===== config.mk =====
export PLATFORM = sky130hd
export DESIGN_NAME = fvm_sequencer
export DESIGN_NICKNAME = d
export VERILOG_FILES = /design/src/fvm_pkg.sv /design/src/fvm_blank_scan.sv /design/src/fvm_sequencer.sv
export SDC_FILE = /design/constraint.sdc
export NUM_CORES = 1
export LEC_CHECK = 0
export BUFFER_PORTS_ARGS = -buffer_cell sky130_fd_sc_hd__buf_4
export CELL_PAD_IN_SITES_DETAIL_PLACEMENT = 0
export CELL_PAD_IN_SITES_GLOBAL_PLACEMENT = 2
export CORE_UTILIZATION = 33
export DETAILED_ROUTE_END_ITERATION = 12
export PLACE_DENSITY_LB_ADDON = 0.1
export SLEW_MARGIN = 10
export SYNTH_ARGS = -nofsm -noshare
export SYNTH_HDL_FRONTEND = slang
export SYNTH_SLANG_ARGS = --single-unit
export TNS_END_PERCENT = 5

===== constraint.sdc =====
create_clock -name aclk -period 2.3 [get_ports aclk]
set_input_delay 0.115 -clock aclk [delete_from_list [all_inputs] [get_ports aclk]]
set_output_delay 0.115 -clock aclk [all_outputs]
set_load 0.02 [all_outputs]

===== src/fvm_pkg.sv =====
package fvm_pkg;

    // Register byte offsets
    localparam logic [7:0] FVM_OFF_STATUS = 8'h00;
    localparam logic [7:0] FVM_OFF_PIDX   = 8'h04;
    localparam logic [7:0] FVM_OFF_PW0    = 8'h08;
    localparam logic [7:0] FVM_OFF_PW1    = 8'h0C;
    localparam logic [7:0] FVM_OFF_PW2    = 8'h10;
    localparam logic [7:0] FVM_OFF_IRQST  = 8'h14;
    localparam logic [7:0] FVM_OFF_IRQMSK = 8'h18;
    localparam logic [7:0] FVM_OFF_MODE   = 8'h1C;

    // Status register bit positions
    localparam int FVM_ST_CCF  = 7;
    localparam int FVM_ST_ACC  = 5;
    localparam int FVM_ST_PV   = 4;
    localparam int FVM_ST_ADR  = 2;
    localparam int FVM_ST_VSU  = 1;
    localparam int FVM_ST_VSL  = 0;

    // Command codes
    localparam logic [7:0] FVM_CMD_EVB  = 8'h02;
    localparam logic [7:0] FVM_CMD_UMRG = 8'h0D;
    localparam logic [7:0] FVM_CMD_FMRG = 8'h0E;

    // Required parameter index per command
    localparam logic [2:0] FVM_PIDX_EVB = 3'h1;
    localparam logic [2:0] FVM_PIDX_MRG = 3'h2;

    // Margin encodings
    localparam logic [15:0] FVM_LVL_NORM = 16'h0000;
    localparam logic [15:0] FVM_LVL_ERSD = 16'h0001;
    localparam logic [15:0] FVM_LVL_PROG = 16'h0002;

    // Block map: two blocks selected by global address ranges
    localparam logic [23:0] FVM_PF_BASE = 24'hFF0000;
    localparam logic [23:0] FVM_PF_LAST = 24'hFFFFFF;
    localparam logic [23:0] FVM_EE_BASE = 24'h100000;
    localparam logic [23:0] FVM_EE_LAST = 24'h1001FF;

    localparam logic [1:0] FVM_RESP_OKAY   = 2'b00;
    localparam logic [1:0] FVM_RESP_SLVERR = 2'b10;

    typedef struct packed {
        logic acc;
        logic adr;
        logic vsu;
        logic vsl;
    } fvm_err_t;

    typedef struct packed {
        logic        start;
        logic [23:0] addr;
        logic        blk_ee;
    } fvm_scan_req_t;

endpackage : fvm_pkg


===== src/fvm_blank_scan.sv =====
`timescale 1ns/10ps
module fvm_blank_scan
    import fvm_pkg::*;
#(
    parameter int PF_WORDS = 64,
    parameter int EE_WORDS = 16
) (
    input  wire logic          aclk,
    input  wire logic          aresetn,
    input  wire fvm_scan_req_t req,
    input  wire logic [31:0]   rd_data,
    input  wire logic          rd_ecc_corr,
    input  wire logic          rd_ecc_fatal,
    output logic [15:0]        rd_word,
    output logic               busy,
    output logic               done,
    output fvm_err_t           err
);
    logic [15:0] idx_q;
    logic        ee_q;
    logic [15:0] last_w;

    assign last_w  = ee_q ? 16'(EE_WORDS - 1) : 16'(PF_WORDS - 1);
    assign rd_word = idx_q;

    // One array word read per cycle; errors accumulate across the scan
    always_ff @(posedge aclk) begin
        if (!aresetn) begin
            busy  <= 1'b0;
            done  <= 1'b0;
            idx_q <= 16'h0000;
            ee_q  <= 1'b0;
            err   <= '0;
        end else begin
            done <= 1'b0;
            if (req.start && !busy) begin
                busy  <= 1'b1;
                idx_q <= 16'h0000;
                ee_q  <= req.blk_ee;
                err   <= '0;
            end else if (busy) begin
                if (rd_data != 32'hFFFFFFFF || rd_ecc_corr || rd_ecc_fatal) begin
                    err.vsu <= 1'b1;
                end
                if (rd_data != 32'hFFFFFFFF || rd_ecc_fatal) begin
                    err.vsl <= 1'b1;
                end
                if (idx_q == last_w) begin
                    busy <= 1'b0;
                    done <= 1'b1;
                end else begin
                    idx_q <= idx_q + 16'h0001;
                end
            end
        end
    end
endmodule : fvm_blank_scan


===== src/fvm_sequencer.sv =====
`timescale 1ns/10ps
// Notes on behaviour
// - Code 0x02 verifies block at 24-bit address
// - Launch verify on flag clear; set when done
// - Non-erased block sets both verify bits
// - Verify with index not 001 errors
// - Invalid block address flags address error
// - Upper bit any error; lower fatal error
// - Levels 0 normal, 1 erased, 2 programmed
// - Margin index not 010 or bad mode errors
// - Bad level errors; verify bits untouched
// - Code 0x0E field margin, special mode only
// - Field margin applies level then completes
module fvm_sequencer
    import fvm_pkg::*;
#(
    parameter int PF_WORDS = 64,
    parameter int EE_WORDS = 16
) (
    input  wire logic        aclk,
    input  wire logic        aresetn,
    input  wire logic [7:0]  s_axi_awaddr,
    input  wire logic        s_axi_awvalid,
    output logic             s_axi_awready,
    input  wire logic [31:0] s_axi_wdata,
    input  wire logic [3:0]  s_axi_wstrb,
    input  wire logic        s_axi_wvalid,
    output logic             s_axi_wready,
    output logic [1:0]       s_axi_bresp,
    output logic             s_axi_bvalid,
    input  wire logic        s_axi_bready,
    input  wire logic [7:0]  s_axi_araddr,
    input  wire logic        s_axi_arvalid,
    output logic             s_axi_arready,
    output logic [31:0]      s_axi_rdata,
    output logic [1:0]       s_axi_rresp,
    output logic             s_axi_rvalid,
    input  wire logic        s_axi_rready,
    input  wire logic [31:0] array_rd_data,
    input  wire logic        array_ecc_corr,
    input  wire logic        array_ecc_fatal,
    output logic [15:0]      array_rd_word,
    output logic             array_rd_ee,
    output logic [1:0]       pf_margin_level,
    output logic [1:0]       ee_margin_level,
    output logic             irq
);
    typedef enum {ST_IDLE, ST_CHECK, ST_SCAN, ST_DONE} fvm_state_t;
    fvm_state_t  state_q;

    logic [7:0]  status_q;
    logic [2:0]  pidx_q;
    logic [15:0] pw0_q, pw1_q, pw2_q;
    logic [3:0]  irq_st_q, irq_msk_q;
    logic        special_q;
    logic        user_mode_ok_q;
    logic [1:0]  pf_lvl_q, ee_lvl_q;
    logic        blk_ee_q;

    // Write channel capture: address and data may arrive in either order
    logic [7:0]  aw_q;
    logic [31:0] w_q;
    logic [3:0]  ws_q;
    logic        aw_have_q, w_have_q;

    wire         wr_fire  = aw_have_q && w_have_q && !s_axi_bvalid;
    wire         rd_fire  = s_axi_arvalid && s_axi_arready;
    wire [23:0]  gaddr    = {pw0_q[7:0], pw1_q};
    wire [7:0]   cmd      = pw0_q[15:8];
    wire         in_pf    = gaddr >= FVM_PF_BASE && gaddr <= FVM_PF_LAST;
    wire         in_ee    = gaddr >= FVM_EE_BASE && gaddr <= FVM_EE_LAST;
    wire         addr_ok  = in_pf || in_ee;
    wire         lvl_ok   = pw2_q == FVM_LVL_NORM || pw2_q == FVM_LVL_ERSD
                            || pw2_q == FVM_LVL_PROG;
    wire         is_evb   = cmd == FVM_CMD_EVB;
    wire         is_umrg  = cmd == FVM_CMD_UMRG;
    wire         is_fmrg  = cmd == FVM_CMD_FMRG;
    wire         is_mrg   = is_umrg || is_fmrg;
    wire         mode_ok  = is_fmrg ? special_q : user_mode_ok_q;
    wire         pidx_bad = is_evb ? (pidx_q != FVM_PIDX_EVB)
                                   : (pidx_q != FVM_PIDX_MRG);
    wire         chk_acc  = pidx_bad || (is_mrg && !mode_ok)
                            || (is_mrg && !lvl_ok)
                            || !(is_evb || is_mrg);
    wire         chk_adr  = !addr_ok;
    wire         launch   = wr_fire && aw_q == FVM_OFF_STATUS && ws_q[0]
                            && w_q[FVM_ST_CCF] && status_q[FVM_ST_CCF]
                            && state_q == ST_IDLE;

    fvm_scan_req_t scan_req;
    fvm_err_t      scan_err;
    logic          scan_busy, scan_done;
    logic [15:0]   array_rd_word_w;

    assign scan_req.start  = state_q == ST_CHECK && !chk_acc && !chk_adr && is_evb;
    assign scan_req.addr   = gaddr;
    assign scan_req.blk_ee = in_ee;

    fvm_blank_scan #(
        .PF_WORDS (PF_WORDS),
        .EE_WORDS (EE_WORDS)
    ) u_scan (
        .aclk         (aclk),
        .aresetn      (aresetn),
        .req          (scan_req),
        .rd_data      (array_rd_data),
        .rd_ecc_corr  (array_ecc_corr),
        .rd_ecc_fatal (array_ecc_fatal),
        .rd_word      (array_rd_word_w),
        .busy         (scan_busy),
        .done         (scan_done),
        .err          (scan_err)
    );

    // Event set bits: complete, access error, address error, verify fail
    wire [3:0] ev = {state_q == ST_DONE,
                     state_q == ST_CHECK && chk_acc,
                     state_q == ST_CHECK && chk_adr,
                     scan_done && (scan_err.vsu || scan_err.vsl)};

    always_ff @(posedge aclk) begin
        if (!aresetn) begin
            aw_have_q <= 1'b0;
            w_have_q  <= 1'b0;
            aw_q      <= 8'h00;
            w_q       <= 32'h00000000;
            ws_q      <= 4'h0;
        end else begin
            if (s_axi_awvalid && s_axi_awready) begin
                aw_have_q <= 1'b1;
                aw_q      <= s_axi_awaddr;
            end else if (wr_fire) begin
                aw_have_q <= 1'b0;
            end
            if (s_axi_wvalid && s_axi_wready) begin
                w_have_q <= 1'b1;
                w_q      <= s_axi_wdata;
                ws_q     <= s_axi_wstrb;
            end else if (wr_fire) begin
                w_have_q <= 1'b0;
            end
        end
    end

    always_ff @(posedge aclk) begin
        if (!aresetn) begin
            s_axi_awready <= 1'b1;
            s_axi_wready  <= 1'b1;
            s_axi_bvalid  <= 1'b0;
            s_axi_bresp   <= FVM_RESP_OKAY;
        end else begin
            if (s_axi_awvalid && s_axi_awready) s_axi_awready <= 1'b0;
            if (s_axi_wvalid && s_axi_wready)   s_axi_wready  <= 1'b0;
            if (wr_fire) begin
                s_axi_bvalid <= 1'b1;
                s_axi_bresp  <= (aw_q > FVM_OFF_MODE || aw_q[1:0] != 2'b00)
                                ? FVM_RESP_SLVERR : FVM_RESP_OKAY;
            end else if (s_axi_bvalid && s_axi_bready) begin
                s_axi_bvalid  <= 1'b0;
                s_axi_awready <= 1'b1;
                s_axi_wready  <= 1'b1;
            end
        end
    end

    // Read path; a status-irq read clears it, keeping only an event that lands the same cycle
    logic [31:0] rd_mux;
    logic        rd_bad;
    always_comb begin
        rd_mux = 32'h00000000;
        rd_bad = 1'b0;
        unique case (s_axi_araddr)
            FVM_OFF_STATUS: rd_mux = {24'h000000, status_q};
            FVM_OFF_PIDX:   rd_mux = {29'h0, pidx_q};
            FVM_OFF_PW0:    rd_mux = {16'h0000, pw0_q};
            FVM_OFF_PW1:    rd_mux = {16'h0000, pw1_q};
            FVM_OFF_PW2:    rd_mux = {16'h0000, pw2_q};
            FVM_OFF_IRQST:  rd_mux = {28'h0, irq_st_q};
            FVM_OFF_IRQMSK: rd_mux = {28'h0, irq_msk_q};
            FVM_OFF_MODE:   rd_mux = {26'h0, ee_lvl_q, pf_lvl_q, user_mode_ok_q,
                                      special_q};
            default:        rd_bad = 1'b1;
        endcase
    end

    always_ff @(posedge aclk) begin
        if (!aresetn) begin
            s_axi_arready <= 1'b1;
            s_axi_rvalid  <= 1'b0;
            s_axi_rdata   <= 32'h00000000;
            s_axi_rresp   <= FVM_RESP_OKAY;
        end else if (rd_fire) begin
            s_axi_arready <= 1'b0;
            s_axi_rvalid  <= 1'b1;
            s_axi_rdata   <= rd_mux;
            s_axi_rresp   <= rd_bad ? FVM_RESP_SLVERR : FVM_RESP_OKAY;
        end else if (s_axi_rvalid && s_axi_rready) begin
            s_axi_rvalid  <= 1'b0;
            s_axi_arready <= 1'b1;
        end
    end

    wire w_hit_pidx = wr_fire && aw_q == FVM_OFF_PIDX && ws_q[0];
    wire w_hit_pw0  = wr_fire && aw_q == FVM_OFF_PW0 && state_q == ST_IDLE;
    wire w_hit_pw1  = wr_fire && aw_q == FVM_OFF_PW1 && state_q == ST_IDLE;
    wire w_hit_pw2  = wr_fire && aw_q == FVM_OFF_PW2 && state_q == ST_IDLE;
    wire w_hit_msk  = wr_fire && aw_q == FVM_OFF_IRQMSK && ws_q[0];
    wire w_hit_mode = wr_fire && aw_q == FVM_OFF_MODE && ws_q[0];
    wire w_clr_err  = wr_fire && aw_q == FVM_OFF_STATUS && ws_q[0];

    always_ff @(posedge aclk) begin
        if (!aresetn) begin
            pidx_q         <= 3'h0;
            pw0_q          <= 16'h0000;
            pw1_q          <= 16'h0000;
            pw2_q          <= 16'h0000;
            irq_msk_q      <= 4'h0;
            special_q      <= 1'b0;
            user_mode_ok_q <= 1'b1;
        end else begin
            if (w_hit_pidx) pidx_q <= w_q[2:0];
            if (w_hit_pw0)  pw0_q  <= w_q[15:0];
            if (w_hit_pw1)  pw1_q  <= w_q[15:0];
            if (w_hit_pw2)  pw2_q  <= w_q[15:0];
            if (w_hit_msk)  irq_msk_q <= w_q[3:0];
            if (w_hit_mode) begin
                special_q      <= w_q[0];
                user_mode_ok_q <= w_q[1];
            end
        end
    end

    wire rd_irqst = rd_fire && s_axi_araddr == FVM_OFF_IRQST;

    always_ff @(posedge aclk) begin
        if (!aresetn) begin
            irq_st_q <= 4'h0;
            irq      <= 1'b0;
        end else begin
            irq_st_q <= (rd_irqst ? 4'h0 : irq_st_q) | ev;
            irq      <= |(((rd_irqst ? 4'h0 : irq_st_q) | ev) & irq_msk_q);
        end
    end

    // Sequencer: idle, one-cycle checks, optional scan, complete
    always_ff @(posedge aclk) begin
        if (!aresetn) begin
            state_q  <= ST_IDLE;
            status_q <= 8'h80;
            pf_lvl_q <= FVM_LVL_NORM[1:0];
            ee_lvl_q <= FVM_LVL_NORM[1:0];
            blk_ee_q <= 1'b0;
        end else begin
            unique case (state_q)
                ST_IDLE: begin
                    if (w_clr_err) begin
                        if (w_q[FVM_ST_ACC]) status_q[FVM_ST_ACC] <= 1'b0;
                        if (w_q[FVM_ST_PV])  status_q[FVM_ST_PV]  <= 1'b0;
                        if (w_q[FVM_ST_ADR]) status_q[FVM_ST_ADR] <= 1'b0;
                    end
                    // A pending access error blocks launch unless the same write clears it; complete stays set
                    if (launch && (w_q[FVM_ST_ACC] || !status_q[FVM_ST_ACC])) begin
                        status_q[FVM_ST_CCF] <= 1'b0;
                        state_q <= ST_CHECK;
                    end
                end
                ST_CHECK: begin
                    status_q[FVM_ST_ACC] <= chk_acc;
                    status_q[FVM_ST_ADR] <= chk_adr;
                    if (!is_mrg) begin
                        status_q[FVM_ST_VSU] <= 1'b0;
                        status_q[FVM_ST_VSL] <= 1'b0;
                    end
                    blk_ee_q <= in_ee;
                    if (chk_acc || chk_adr) begin
                        state_q <= ST_DONE;
                    end else if (is_evb) begin
                        state_q <= ST_SCAN;
                    end else begin
                        if (in_ee) ee_lvl_q <= pw2_q[1:0];
                        else       pf_lvl_q <= pw2_q[1:0];
                        state_q <= ST_DONE;
                    end
                end
                ST_SCAN: begin
                    if (scan_done) begin
                        status_q[FVM_ST_VSU] <= scan_err.vsu;
                        status_q[FVM_ST_VSL] <= scan_err.vsl;
                        state_q <= ST_DONE;
                    end
                end
                ST_DONE: begin
                    status_q[FVM_ST_CCF] <= 1'b1;
                    state_q <= ST_IDLE;
                end
            endcase
        end
    end

    always_ff @(posedge aclk) begin
        if (!aresetn) begin
            array_rd_word   <= 16'h0000;
            array_rd_ee     <= 1'b0;
            pf_margin_level <= FVM_LVL_NORM[1:0];
            ee_margin_level <= FVM_LVL_NORM[1:0];
        end else begin
            array_rd_word   <= array_rd_word_w;
            array_rd_ee     <= blk_ee_q;
            pf_margin_level <= pf_lvl_q;
            ee_margin_level <= ee_lvl_q;
        end
    end
endmodule : fvm_sequencer


# Word-level counts from Yosys, hierarchy flattened
# Index checks and enable logic that the tools add are counted.
[totals] memories=0 out_inout_bits=63 mem_bits_rw=0 latchBits=0 romBits=0 register_bits=214
[op_classes] div=0 shift=0 n_reduce_logical=87 n_addsub=1 eq_ne=33 n_mux=42 n_lt_le_gt_ge=5 multipliers=0 bitwise=8
[op_table] operator="$pmux 16 s8" n=1
[op_table] operator="$pmux 32 s4" n=1
[op_table] operator="$eq 32x2->1 const B" n=3
[op_table] operator="$logic_not 32->1" n=2
[op_table] operator="$mux 32" n=2
[op_table] operator="$eq 8x5->1 const B" n=7
[op_table] operator="$eq 8x4->1 const B" n=6
[op_table] operator="$logic_and 1x1->1" n=37
[op_table] operator="$eq 32x1->1 const B" n=1
[op_table] operator="$eq 32x3->1 const B" n=1
[op_table] operator="$ne 32x32->1 const B" n=1
[op_table] operator="$mux 1" n=27
[op_table] operator="$ge 24x21->1 const B" n=1
[op_table] operator="$ge 24x24->1 const B" n=1
[op_table] operator="$le 24x21->1 const B" n=1
[op_table] operator="$le 24x24->1 const B" n=1
[op_table] operator="$add 16x1->16 const B" n=1
[op_table] operator="$eq 16x1->1 const B" n=1
[op_table] operator="$eq 16x16->1" n=1
[op_table] operator="$eq 16x2->1 const B" n=1
[op_table] operator="$eq 8x3->1 const B" n=2
[op_table] operator="$logic_not 16->1" n=1
[op_table] operator="$logic_not 8->1" n=2
[op_table] operator="$reduce_bool 2->1" n=8
[op_table] operator="other kinds (23)" n=66

# Logic depth before layout (Yosys ltp)
[logic_depth] word_depth=13 depth_mapped=9

# Cells and area by module
# Synthesis repeated with hierarchy kept, for this count alone.
[hier_totals] hier_cells=806 hier_area_um2=7189.4
[modules_own_cells] module="fvm_sequencer" n_inst=1 area_each_um2=6114.6 seq_area_each_um2=2902.8 cells_per_inst=678
[modules_own_cells] module="fvm_blank_scan" n_inst=1 area_each_um2=1074.8 seq_area_each_um2=420.4 cells_per_inst=128

# Least setup slack after synthesis
# OpenSTA, ideal clock, no wires.
[synth_path] kind="register to register" from="register pw0_q[15]" to="register u_scan.idx_q[14] (netlist: u_scan.rd_word[14])" setup_time_ns=0.115 arrival_time_ns=1.831 synth_period_minus_slack_ns=1.945 path_buffers=1 stages_incl_launch_ff=7 setup_slack_ns=0.355 cell_sequence="dfxtp_1 nor4_4 or2b_1 a221o_2 o31ai_4 buf_6 nor2_1"
[synth_via] elab_chain_len=13 word_cells_on_any_way=20
[synth_rtl] element="start, declared" line="fvm_sequencer.sv:53" source="logic [15:0] pw0_q, pw1_q, pw2_q;"
[synth_rtl] element="start signal, assigned" line="fvm_sequencer.sv:222" source="if (w_hit_pw0) pw0_q <= w_q[15:0];"
[synth_rtl] element="$eq 8x4->1" line="fvm_sequencer.sv:77" source="wire is_fmrg = cmd == FVM_CMD_FMRG;"
[synth_rtl] element="$mux 1" line="fvm_sequencer.sv:79" source="wire mode_ok = is_fmrg ? special_q : user_mode_ok_q;"
[synth_rtl] element="$logic_not 1->1" line="fvm_sequencer.sv:82" source="wire chk_acc = pidx_bad || (is_mrg && !mode_ok)"
[synth_rtl] element="$logic_and 1x1->1" line="fvm_sequencer.sv:82"
[synth_rtl] element="$logic_or 1x1->1" line="fvm_sequencer.sv:82"
[synth_rtl] element="$logic_or 1x1->1" line="fvm_sequencer.sv:83" source="|| (is_mrg && !lvl_ok)"
[synth_rtl] element="$logic_or 1x1->1" line="fvm_sequencer.sv:84" source="|| !(is_evb || is_mrg);"
[synth_rtl] element="$logic_not 1->1" line="fvm_sequencer.sv:95" source="assign scan_req.start = state_q == ST_CHECK && !chk_acc && !chk_adr && is_evb;"
[synth_rtl] element="$logic_and 1x1->1 (2 in a row)" line="fvm_sequencer.sv:95"
[synth_rtl] element="$logic_and 1x1->1 (*)" line="fvm_sequencer.sv:95"
[synth_rtl] element="$logic_and 1x1->1 (*)" line="fvm_blank_scan.sv:36" source="if (req.start && !busy) begin"
[synth_rtl] element="$reduce_or 2->1 (no source line) (*)"
[synth_rtl] element="end signal, assigned" line="fvm_blank_scan.sv:52" source="idx_q <= idx_q + 16'h0001;"
[synth_rtl] element="end, declared" line="fvm_blank_scan.sv:19" source="logic [15:0] idx_q;"
# Mark *: on every way between the ends. The rest lies on a longest branch, timed or not.
# A chain may end at the register's enable or synchronous reset.

# Worst setup path in the final report
[layout_path] from="register pw0_q[15]" to="register pf_lvl_q[0]"
[layout_via] elab_chain_len=10 word_cells_on_any_way=18
[layout_rtl] element="$eq 8x4->1" line="fvm_sequencer.sv:77"
[layout_rtl] element="$mux 1" line="fvm_sequencer.sv:79"
[layout_rtl] element="$logic_not 1->1" line="fvm_sequencer.sv:82"
[layout_rtl] element="$logic_and 1x1->1" line="fvm_sequencer.sv:82"
[layout_rtl] element="$logic_or 1x1->1" line="fvm_sequencer.sv:82"
[layout_rtl] element="$logic_or 1x1->1" line="fvm_sequencer.sv:83"
[layout_rtl] element="$logic_or 1x1->1" line="fvm_sequencer.sv:84"
[layout_rtl] element="$logic_or 1x1->1" line="fvm_sequencer.sv:275" source="if (chk_acc || chk_adr) begin"
[layout_rtl] element="$not 1->1 (no source line)"
[layout_rtl] element="$reduce_and 4->1 (no source line) (*)"
[layout_rtl] element="end signal, assigned" line="fvm_sequencer.sv:250" source="pf_lvl_q <= FVM_LVL_NORM[1:0];"
[layout_rtl] element="end signal, assigned" line="fvm_sequencer.sv:281" source="else pf_lvl_q <= pw2_q[1:0];"
[layout_rtl] element="end, declared" line="fvm_sequencer.sv:57" source="logic [1:0] pf_lvl_q, ee_lvl_q;"
# Marks and branches as above.

==> impl_metrics.env <==
export IMPL_whs_ps=16.1
export IMPL_grt_pass1_vias=5918
export IMPL_fp_dieH_um=150
export IMPL_grt_pass1_wl_um=32700
export IMPL_netlist_area_um2=7260
export IMPL_setup_violations=0
export IMPL_die_area_um2=22600
export IMPL_ys_async_sr_fraction_pct=0
export IMPL_yosys_area_top_type="dfxtp_1"
export IMPL_cts_path_max_buffers=2
export IMPL_synth_area_top_cells="dfxtp_1, mux2i_1, nor2_1"
export IMPL_dp_cells=1160
export IMPL_worstSetupStartpointType="register"
export IMPL_status="completed"
export IMPL_yosysSeqAreaShare_pct=45.8
export IMPL_die_x_um=150
export IMPL_grtUsageTotal_pct=19.0
export IMPL_reg2reg_from="pw0_q[15]$_SDFFE_PN0P_"
export IMPL_synth_warnings=0
export IMPL_ys_ff_latch=166
export IMPL_crit_type="register to register"
export IMPL_synth_common_cells="dfxtp_1, nor2_1, nand2_1"
export IMPL_drive_above_1_share_pct=21.3
export IMPL_fin_nets=1033
export IMPL_worstPathMaxFanout=6
export IMPL_vdd_ir_drop_max_mv=0.444
export IMPL_ctsResizeCount=0
export IMPL_clkTransAtPathRegs_ps=60
export IMPL_clk_latency_ps=430
export IMPL_wl_per_cell_um=16.9
export IMPL_hold_depth=3
export IMPL_start_util_pct=34.1
export IMPL_p_per_area_nw_per_um2=655
export IMPL_hold_viol_final=0
export IMPL_synth_edf_count=0
export IMPL_grt_max_degree=69
export IMPL_drtAntennaViolNets=0
export IMPL_setup_ws_ps=99.4
export IMPL_cts_buffers_inserted=17
export IMPL_via_count=6230
export IMPL_fmax_ghz=0.454
export IMPL_drv_slew=0
export IMPL_skew_ps=9.14
export IMPL_syn_to_final_growth_pct=28.5
export IMPL_fin_crit_sh_pct=95.7
export IMPL_placed_area_um2=8450
export IMPL_gp_congestion=0.797
export IMPL_synthMostInstantiatedCell="dfxtp_1"
export IMPL_overflow=0
export IMPL_worstRegToRegCells=5
export IMPL_portBuffers=118
export IMPL_via_per_inst=5.09
export IMPL_holdPathEnd="aw_q[6]$_SDFFE_PN0P_"
export IMPL_slew_headroom_pct=56.3
export IMPL_reg2reg_slack_ps=100
export IMPL_row_count=53
export IMPL_wirelength_um=20600
export IMPL_hold_buffers=31
export IMPL_n_fill_cell=2099
export IMPL_post_cts_repair_setup_buffers=0
export IMPL_drc=0
export IMPL_critPathCaptureType="register"
export IMPL_io_pins=156
export IMPL_final_util_pct=43.8
export IMPL_final_cell_area_um2=9330
export IMPL_reg2reg_to="pf_lvl_q[0]$_SDFFE_PN0P_"
export IMPL_detail_route_first_pass_iterations=5
export IMPL_tightestPinTransition_ps=656
export IMPL_dr_first_iter_drc_count=310
export IMPL_antenna_found_initial=0
export IMPL_cts_tree="yes"
export IMPL_crit_arrival_ps=2560
export IMPL_cp_data_required_time_ps=2660
export IMPL_stdcell_count=1223
export IMPL_maxCapViolCount=0
export IMPL_synth_cell_types=70
export IMPL_cts_root_buf="clkbuf_16"
export IMPL_design_core_area_um2=21300
export IMPL_cp_startpoint="pw0_q[15]$_SDFFE_PN0P_"
export IMPL_p_total_mw=6.11
export IMPL_cts_sinks=166
export IMPL_pre_cts_slack_ps=131
export IMPL_leakage_nw=3.71
export IMPL_avgSynthCellArea_um2=9.24
export IMPL_dp_hpwl_um=14800
export IMPL_antenna_cells=0
export IMPL_synth_top_area_share_pct=45.8
export IMPL_rsz0062_at_grt="false"
export IMPL_htreeDepth=4
export IMPL_finalSetupTns_ps=0
export IMPL_min_period_ps=2200
export IMPL_worstHoldPathType="input pin to register"
export IMPL_min_delay_start="s_axi_awvalid"
export IMPL_synth_ff_type="dfxtp_1"
export IMPL_synthCells=786
==> state kept, by name, indices dropped and copies added (netlist names), 2 cells and up <==
signal and flops:
ee_margin_level 2, s_axi_rdata 16, pidx_q 3, pw2_q 16, w_q 16, ee_lvl_q 2
irq_st_q 4, pw0_q 16, aw_q 8, state_q 2, u_scan.rd_word 16, status_q 5
pf_lvl_q 2, pf_margin_level 2, u_scan.err 2, pw1_q 16, array_rd_word 16, irq_msk_q 4
==> power by group <==
part	internal, mW	leakage [nW]	switching (mW)
combinational	0.187	2.09	0.212
clock	1.53	0.273	1.22
sequential	2.91	1.34	0.0516
total	4.62	3.71	1.48
==> worst max-delay path by stage <==
stage	end	slack, ps
floorplan	u_scan.rd_word[14]$_SDFFE_PP0P_	350
global placement	pf_lvl_q[0]$_SDFFE_PN0P_	160
detailed placement	pf_lvl_q[0]$_SDFFE_PN0P_	130
CTS	pf_lvl_q[0]$_SDFFE_PN0P_	110
global route	pf_lvl_q[1]$_SDFFE_PN0P_	0.06
finish	pf_lvl_q[0]$_SDFFE_PN0P_	100
==> metal layers <==
metal	vias to the layer above	track usage (%)	share of wire, %
met3	22	3.33	4.2
met2	152	29.3	46
li1	3059	-	-
met1	2997	26.8	49
met5	-	0	0
met4	0	5.96	1.4
==> placed cells by master (no fill, tap or decap), drive strengths merged, types with 4 or more instances in the layout <==
cell,instances
nand4b,6
nor3b,5
xnor2,13
nand2b,4
nor4b,6
a2111oi,4
nor2b,5
dlygate4sd3,31
and4,6
and2,21
nor4,16
a211oi,5
conb,18
nand3b,4
buf,141
and3,5
or4,4
dfxtp,166
a21oi,54
nand2,80
clkbuf,18
nand4,14
a2bb2oi,10
nor3,9
ha,5
mux2i,67
clkinv,6
a22o,4
o21ai,17
a222oi,10
nor2,102
inv,23
nand3,29
==> worst max-delay path: stages, from the launching register on <==
cell and delay (ps):
dfxtp_1 350, nor4_4 410, or2b_1 270, a221o_2 410
a2111oi_4 470, mux2i_1 220
==> cell type report <==
cell class | count | area, um^2 | share of cell area [%]
Clock buffer | 18 | 439 | 4.71
Clock inverter | 14 | 125 | 1.34
Inverter | 19 | 71.3 | 0.765
Multi-Input combinational cell | 559 | 3600 | 38.7
Sequential cell | 166 | 3320 | 35.6
Tap cell | 275 | 344 | 3.69
Timing Repair Buffer | 172 | 1420 | 15.2
==> kinds of logic (layout without fill, tap and decap cells) <==
group | after synthesis | in the layout | synth area share, %
flip-flops | 166 | 166 | 45.8
AO/OA/AOI/OAI | 125 | 125 | 12.5
multiplexers | 71 | 71 | 10.3
AND/OR/NAND/NOR | 326 | 326 | 23.3
other | 1 | 18 | 0.0517
XOR/XNOR | 14 | 14 | 1.69
buffers and inverters | 78 | 223 | 5.52
adder cells (fa/ha/maj) | 5 | 5 | 0.862
Note: power is estimated with default switching activity, not from simulation.
